### src/core/baud_pkg.sv
package baud_pkg;

   // Register byte offsets
   localparam logic [7:0] OFS_DIV_CTRL  = 8'h00;
   localparam logic [7:0] OFS_FRAC_CTRL = 8'h04;
   localparam logic [7:0] OFS_MODE_CTRL = 8'h08;
   localparam logic [7:0] OFS_STATUS    = 8'h0C;

   // Divider, fraction and mode control fields
   localparam int DIV_N_LSB     = 0;
   localparam int DIV_N_MSB     = 3;
   localparam int DIV_SEL_LSB   = 4;
   localparam int DIV_SEL_MSB   = 5;
   localparam int DIV_FRAC_EN   = 6;
   localparam int DIV_CTRL_MSB  = 7;
   localparam int FRAC_K_MSB    = 3;
   localparam int MODE_UART     = 0;
   localparam int MODE_DBL_BUF  = 1;

   // Status fields
   localparam int STAT_PHASE_LSB = 0;
   localparam int STAT_CNT_LSB   = 4;
   localparam int STAT_FRAC_ON   = 9;

   // Reset values
   localparam logic [7:0] RST_DIV_CTRL  = 8'h00;
   localparam logic [3:0] RST_FRAC_CTRL = 4'h0;
   localparam logic [1:0] RST_MODE_CTRL = 2'h0;

   // Input clock select codes
   localparam logic [1:0] SEL_DIV1  = 2'h0;
   localparam logic [1:0] SEL_DIV4  = 2'h1;
   localparam logic [1:0] SEL_DIV16 = 2'h2;
   localparam logic [1:0] SEL_DIV64 = 2'h3;

   // Prescaler tap masks and divider constants
   localparam logic [5:0] MASK_DIV4   = 6'h03;
   localparam logic [5:0] MASK_DIV16  = 6'h0F;
   localparam logic [5:0] MASK_DIV64  = 6'h3F;
   localparam logic [4:0] N_ZERO_CODE = 5'h10;
   localparam logic [4:0] FRAC_STEPS  = 5'h10;

   typedef struct packed {
      logic        cyc;
      logic        stb;
      logic        we;
      logic [7:0]  adr;
      logic [3:0]  sel;
      logic [31:0] dat;
   } wb_req_t;

endpackage

### src/core/serial_baud_rate_divider.sv
// Design decisions made here: the Wishbone interface to the registers and the address map.
`timescale 1ns/1ps
module serial_baud_rate_divider (
   // Clock and reset
   input  wire logic              ref_clk,
   input  wire logic              rst_b,
   // Register bus
   input  wire baud_pkg::wb_req_t wb_req,
   output logic                   wb_ack,
   output logic [31:0]            wb_dat_o,
   // Generator output
   output logic                   baud_tick,
   output logic                   frac_active
);

   logic [7:0]  div_ctrl_ff;
   logic [3:0]  frac_k_ff;
   logic [1:0]  mode_ff;
   logic        ack_ff;
   logic [31:0] rdat_ff;
   logic [5:0]  pre_ff;
   logic [4:0]  cnt_ff;
   logic [3:0]  phase_ff;
   logic        tick_ff;
   logic        tap_pulse;
   logic        frac_on;
   logic [4:0]  n_val;
   logic [4:0]  period;
   logic        long_slot;
   logic        bus_req;
   logic        bus_wr;
   logic [1:0]  clk_sel;
   logic [31:0] nxt_rdat;

   assign bus_req  = wb_req.cyc & wb_req.stb & ~ack_ff;
   assign bus_wr   = bus_req & wb_req.we & wb_req.sel[0];
   assign wb_ack   = ack_ff;
   assign wb_dat_o = rdat_ff;
   assign clk_sel  = div_ctrl_ff[baud_pkg::DIV_SEL_MSB:baud_pkg::DIV_SEL_LSB];

   // Bus answer one cycle after request
   always_ff @(posedge ref_clk or negedge rst_b) begin
      if (!rst_b) begin
         ack_ff <= 1'b0;
      end else begin
         ack_ff <= bus_req;
      end
   end

   // Register writes
   always_ff @(posedge ref_clk or negedge rst_b) begin
      if (!rst_b) begin
         div_ctrl_ff <= baud_pkg::RST_DIV_CTRL;
         frac_k_ff   <= baud_pkg::RST_FRAC_CTRL;
         mode_ff     <= baud_pkg::RST_MODE_CTRL;
      end else if (bus_wr) begin
         case (wb_req.adr)
            baud_pkg::OFS_DIV_CTRL: begin
               div_ctrl_ff <= wb_req.dat[baud_pkg::DIV_CTRL_MSB:0];
            end
            baud_pkg::OFS_FRAC_CTRL: begin
               frac_k_ff <= wb_req.dat[baud_pkg::FRAC_K_MSB:0];
            end
            baud_pkg::OFS_MODE_CTRL: begin
               mode_ff <= wb_req.dat[1:0];
            end
            default: begin
            end
         endcase
      end
   end

   // Read mux
   always_comb begin
      nxt_rdat = 32'h0000_0000;
      case (wb_req.adr)
         baud_pkg::OFS_DIV_CTRL: begin
            nxt_rdat[7:0] = div_ctrl_ff;
         end
         baud_pkg::OFS_FRAC_CTRL: begin
            nxt_rdat[3:0] = frac_k_ff;
         end
         baud_pkg::OFS_MODE_CTRL: begin
            nxt_rdat[1:0] = mode_ff;
         end
         baud_pkg::OFS_STATUS: begin
            nxt_rdat[baud_pkg::STAT_PHASE_LSB +: 4] = phase_ff;
            nxt_rdat[baud_pkg::STAT_CNT_LSB +: 5]   = cnt_ff;
            nxt_rdat[baud_pkg::STAT_FRAC_ON]        = frac_on;
         end
         default: begin
         end
      endcase
   end

   always_ff @(posedge ref_clk or negedge rst_b) begin
      if (!rst_b) begin
         rdat_ff <= 32'h0000_0000;
      end else if (bus_req) begin
         rdat_ff <= nxt_rdat;
      end
   end

   // Prescaler and tap selection
   always_ff @(posedge ref_clk or negedge rst_b) begin
      if (!rst_b) begin
         pre_ff <= 6'h00;
      end else begin
         pre_ff <= pre_ff + 6'h01;
      end
   end

   always_comb begin
      case (clk_sel)
         baud_pkg::SEL_DIV1:  tap_pulse = 1'b1;
         baud_pkg::SEL_DIV4:  tap_pulse = (pre_ff & baud_pkg::MASK_DIV4) == baud_pkg::MASK_DIV4;
         baud_pkg::SEL_DIV16: tap_pulse = (pre_ff & baud_pkg::MASK_DIV16) == baud_pkg::MASK_DIV16;
         default:             tap_pulse = pre_ff == baud_pkg::MASK_DIV64;
      endcase
   end

   // Divisor decode
   assign n_val = (div_ctrl_ff[baud_pkg::DIV_N_MSB:baud_pkg::DIV_N_LSB] == 4'h0) ?
                  baud_pkg::N_ZERO_CODE :
                  {1'b0, div_ctrl_ff[baud_pkg::DIV_N_MSB:baud_pkg::DIV_N_LSB]};
   assign frac_on     = div_ctrl_ff[baud_pkg::DIV_FRAC_EN]
                        & mode_ff[baud_pkg::MODE_UART];
   assign long_slot   = frac_on & ({1'b0, phase_ff}
                        < (baud_pkg::FRAC_STEPS - {1'b0, frac_k_ff}));
   assign period      = n_val + {4'h0, long_slot};
   assign frac_active = frac_on;
   assign baud_tick   = tick_ff;

   // Period counter
   always_ff @(posedge ref_clk or negedge rst_b) begin
      if (!rst_b) begin
         cnt_ff  <= 5'h00;
         tick_ff <= 1'b0;
      end else if (tap_pulse && (cnt_ff >= period - 5'h01)) begin
         cnt_ff  <= 5'h00;
         tick_ff <= 1'b1;
      end else begin
         cnt_ff  <= tap_pulse ? cnt_ff + 5'h01 : cnt_ff;
         tick_ff <= 1'b0;
      end
   end

   // Fraction phase
   always_ff @(posedge ref_clk or negedge rst_b) begin
      if (!rst_b) begin
         phase_ff <= 4'h0;
      end else if (!frac_on) begin
         phase_ff <= 4'h0;
      end else if (tap_pulse && (cnt_ff >= period - 5'h01)) begin
         phase_ff <= phase_ff + 4'h1;
      end
   end

   // Checking helpers
   logic [5:0] taps_seen_ff;
   logic       dirty_ff;
   logic [4:0] exp_period_ff;

   always_ff @(posedge ref_clk or negedge rst_b) begin
      if (!rst_b) begin
         taps_seen_ff  <= 6'h00;
         dirty_ff      <= 1'b1;
         exp_period_ff <= 5'h00;
      end else begin
         if (tap_pulse && (cnt_ff >= period - 5'h01)) begin
            taps_seen_ff  <= 6'h00;
            dirty_ff      <= bus_wr;
            exp_period_ff <= period;
         end else begin
            taps_seen_ff <= tap_pulse ? taps_seen_ff + 6'h01 : taps_seen_ff;
            dirty_ff     <= dirty_ff | bus_wr;
         end
      end
   end
endmodule

### config.mk
export PLATFORM = sky130hd
export DESIGN_NAME = serial_baud_rate_divider
export DESIGN_NICKNAME = d
export VERILOG_FILES = /design/src/core/baud_pkg.sv /design/src/core/serial_baud_rate_divider.sv
export SDC_FILE = /design/constraint.sdc
export NUM_CORES = 1
export LEC_CHECK = 0
export BUFFER_PORTS_ARGS = -buffer_cell sky130_fd_sc_hd__buf_2
export CAP_MARGIN = 40
export CORE_AREA = 2 2 71 73
export CTS_BUF_LIST = sky130_fd_sc_hd__clkbuf_16
export CTS_CLUSTER_DIAMETER = 30
export CTS_CLUSTER_SIZE = 30
export DETAILED_ROUTE_END_ITERATION = 7
export DIE_AREA = 0 0 73 75
export PLACE_DENSITY = 0.78
export SETUP_SLACK_MARGIN = 0.5
export SYNTH_ARGS = -nofsm -noshare
export SYNTH_HDL_FRONTEND = slang
export SYNTH_SLANG_ARGS = --single-unit
### constraint.sdc
create_clock -name ref_clk -period 3.7 [get_ports ref_clk]
set_clock_uncertainty 0.05 [all_clocks]
set_input_delay 0.74 -clock ref_clk [delete_from_list [all_inputs] [get_ports ref_clk]]
set_output_delay 0.74 -clock ref_clk [all_outputs]
set_load 0.05 [all_outputs]
==> summary.txt <==
Outcome
  • Outcome: completed

Synthesis
  • YS warnings: 0
  • Synth unique cells: 36
  • Area leader, netlist: dfrtp_1
  • Top post-synthesis cells by area: dfrtp_1 45%, ha_1 7.7%, buf_4 7.3%, mux2_2 6.0%, nand2_1 4.0%
  • Sequential fraction of the synthesis area: 0.454
  • Syn Inst Count: ~220
  • Yosys reg bits: between 40 and 50
  • Mapped Avg Cell Area: between 10 and 15 um^2
  • Cell Area, Synth: between 2000 and 2500 um^2
  • Top cell type's share of synthesized area: 0.454

Clocking
  • Total CTS buffers: 5
  • H-tree depth: 2
  • Worst skew pair latency: approximately 280 ps
  • Post-CTS Hold Fix Bufs: 0
  • Worst-path clk slew: about 60 ps
  • Longest Clk Path Bufs: 2
  • CTS tree: done
  • Sink Count: 41
  • CTS Root Cell: clkbuf_16

Power and ir drop
  • Internal cell power: 0.000834 W
  • Worst VDD drop: 0.000239 V
  • Register share of total power: 0.409
  • Leakage: between 1 and 1.5 nW
  • Share of power burned in the clock network: 0.334
  • Net Sw Power: 0.000388 W
  • Switch share: 0.317
  • Power Density: 447 nW/um^2
  • Comb power frac: 0.257

Setup path
  • CP arrival: 3530 ps
  • Worst r2r src: frac_k_ff[0]$_DFFE_PN0P_
  • CP startpoint: frac_k_ff[0]$_DFFE_PN0P_
  • R2R cell count: 16
  • CP Capture Type: flop
  • Worst EP required: 3860 ps
  • CP Max Fanout: 8
  • Setup CP Type: flop to flop
  • Setup crit start kind: flop

Run
  • Maxcap violations: 0

Route
  • Routed len/inst: about 14 um
  • ANT nets after route: 0
  • First DRT Iteration DRCs: 108
  • Total number of vias: 1664
  • Number of remaining DRC errors: 0
  • First-pass DRT Iterations: 4
  • Number of vias per cell: 5.33
  • Final WL: roughly 4.4 mm

Global route
  • Global-route wire length before repair: around 6.6 mm
  • Total track usage: 0.161
  • GRT overflow: 0
  • Largest net degree at the start of global routing: 24
  • Vias in the first global route: roughly 1500
  • Initial antenna violation count: 0

Layout
  • Area of the multi-input gates: about 1200 um^2
  • Area growth syn-to-layout: 20.7%
  • Commonest non-fill, non-tap cells in the layout: 41 x dfrtp_1, 34 x buf_2, 24 x nand2_1
  • Diode count: 0
  • Fillers: 379
  • Register area: around 1000 um^2
  • Most common cell after layout, fill and taps aside: dfrtp_1
  • Final #Nets: 320
  • Fraction of layout cells with a size suffix above 1: 0.322

Place
  • Placer congestion estimate: 0.870
  • Place WS: ~240 ps
  • Post-DP HPWL: approximately 3.2 mm
  • Port bufs: 34

Floorplanning
  • Starting density of the core: 0.485
  • Die H: 75 um
  • Die X: ~73 um
  • FP Rows: 25
  • Core Region: 4660 um^2
  • Die ar.: between 5000 and 6000 um^2
  • # IOs: 84

STA
  • Fin. Hold Viols: 0
  • RSZ-0062 raised after global routing: yes
  • Relative slew slack: 0.525
  • Slew @ Worst Pin: 712 ps
  • Final setup fails: 0
  • Post-route setup slack: approximately 330 ps
  • Final period utilization: 0.911
  • Fmax: between 200 and 300 MHz
  • Hold Slack: 356 ps
  • Setup tns final: 0 ps
  • Final Max Tran Viols: 0
  • Min Tclk post-route: 3370 ps

Min path
  • Worst hold path type: input pin to asynchronous set/reset pin
==> per-layer routing <==
metal | part of all wire | up-vias | track usage
li1 | - | 799 | -
met2 | 0.51 | 46 | 0.272
met3 | 0.046 | 9 | 0.0469
met5 | 0 | - | 0
met1 | 0.42 | 810 | 0.192
met4 | 0.021 | 0 | 0.0679
==> flip-flops by register name, indices dropped and copies added, names as in the netlist, 2 cells and up <==
name and cells:
pre_ff 6, mode_ff 2, frac_k_ff 4, wb_dat_o 10, cnt_ff 5, div_ctrl_ff 8, phase_ff 4
==> cell families after synthesis <==
group           count (synthesis)  synth area share
simple gates                   58             0.138
flops                          41             0.454
buf+inv                        38             0.100
compound gates                 37             0.103
fa+ha+maj                      14            0.0774
mux                            14            0.0796
xor+xnor                       12            0.0465
other cells                     1           0.00166
==> metrics by stage <==
step	total power [W]	util	cell area [um^2]	instances
5_1_grt	0.00127	0.586	2730	312
6_report	0.00122	0.586	2730	312
2_1_floorplan	0.000695	-	2370	236
3_5_place_dp	0.000743	0.529	2460	300
3_3_place_gp	0.000727	0.523	2440	299
4_1_cts	0.00117	0.571	2660	311
==> area by class of cell <==
class | count | area share
Sequential cell | 41 | 0.376
Clock buffer | 5 | 0.0458
Inverter | 11 | 0.0151
Timing Repair Buffer | 41 | 0.0934
Multi-Input combinational cell | 157 | 0.440
Clock inverter | 3 | 0.00504
Tap cell | 54 | 0.0247
==> critical path, stage by stage, from the launching register on <==
cell and delay, ps:
dfrtp_1 380, inv_2 70, ha_4 170, xor2_2 140, ha_1 270, a21boi_1 130
o21ai_1 130, a21oi_1 90, ha_2 210, ha_4 170, xnor2_2 130, or3_4 340
ha_4 300, a21o_1 170, a31oi_4 80, or3_1 360, a21oi_2 130
==> path summary, 6_finish.rpt <==
kind                                           endpoint  slack, ps
worst max-delay path            phase_ff[2]$_DFFE_PN0P_        330
worst min-delay path            phase_ff[2]$_DFFE_PN0P_        360
worst max register to register  phase_ff[2]$_DFFE_PN0P_        330
worst min register to register      pre_ff[0]$_DFF_PN0_        390
max in group asynchronous       wb_dat_o[9]$_DFFE_PN0P_       2780
min in group ref_clk                pre_ff[0]$_DFF_PN0_        390
==> Yosys cell counts <==
master     n
clkbuf_1   4
ha_1      14
buf_2      1
nand4_1    3
a21boi_0   1
dfrtp_1   41
nor2_1     8
a32o_1     1
nor4b_1    1
xnor2_1    4
nor4_4     1
mux2_2    12
a22oi_1    6
nand2_1   24
conb_1     1
a22o_1     4
a31o_2     1
nand3b_1   1
a21oi_1    6
or3_1      4
inv_1     11
a21o_1     1
nor2b_1    1
nand3_1    5
mux4_2     2
a31oi_1    1
buf_4     22
nor3_1     3
and3_1     2
nand2b_1   1
xor2_1     8
nor4b_4    1
o21ai_0   15
a32oi_1    1
nor4_1     1
or4_1      2
==> timing repair <==
item                       CTS  global route
buffers inserted             3             1
pin swaps                   13             8
setup endpoints to repair   10            10
resized for setup           12            11
cloned                       0             0
==> power by group through the flow <==
| stage | clock network, W | logic (W) | registers (W) |
|---|---|---|---|
| after CTS | 0.000411 | 0.000257 | 0.000499 |
| after detailed placement | 0 | 0.000237 | 0.000507 |
| final | 0.000408 | 0.000313 | 0.000500 |
| after global routing | 0.000433 | 0.000335 | 0.000503 |
| after global placement | 0 | 0.000222 | 0.000505 |
| after floorplan | 0 | 0.000174 | 0.000521 |
Note: power is estimated with default switching activity, not from simulation.
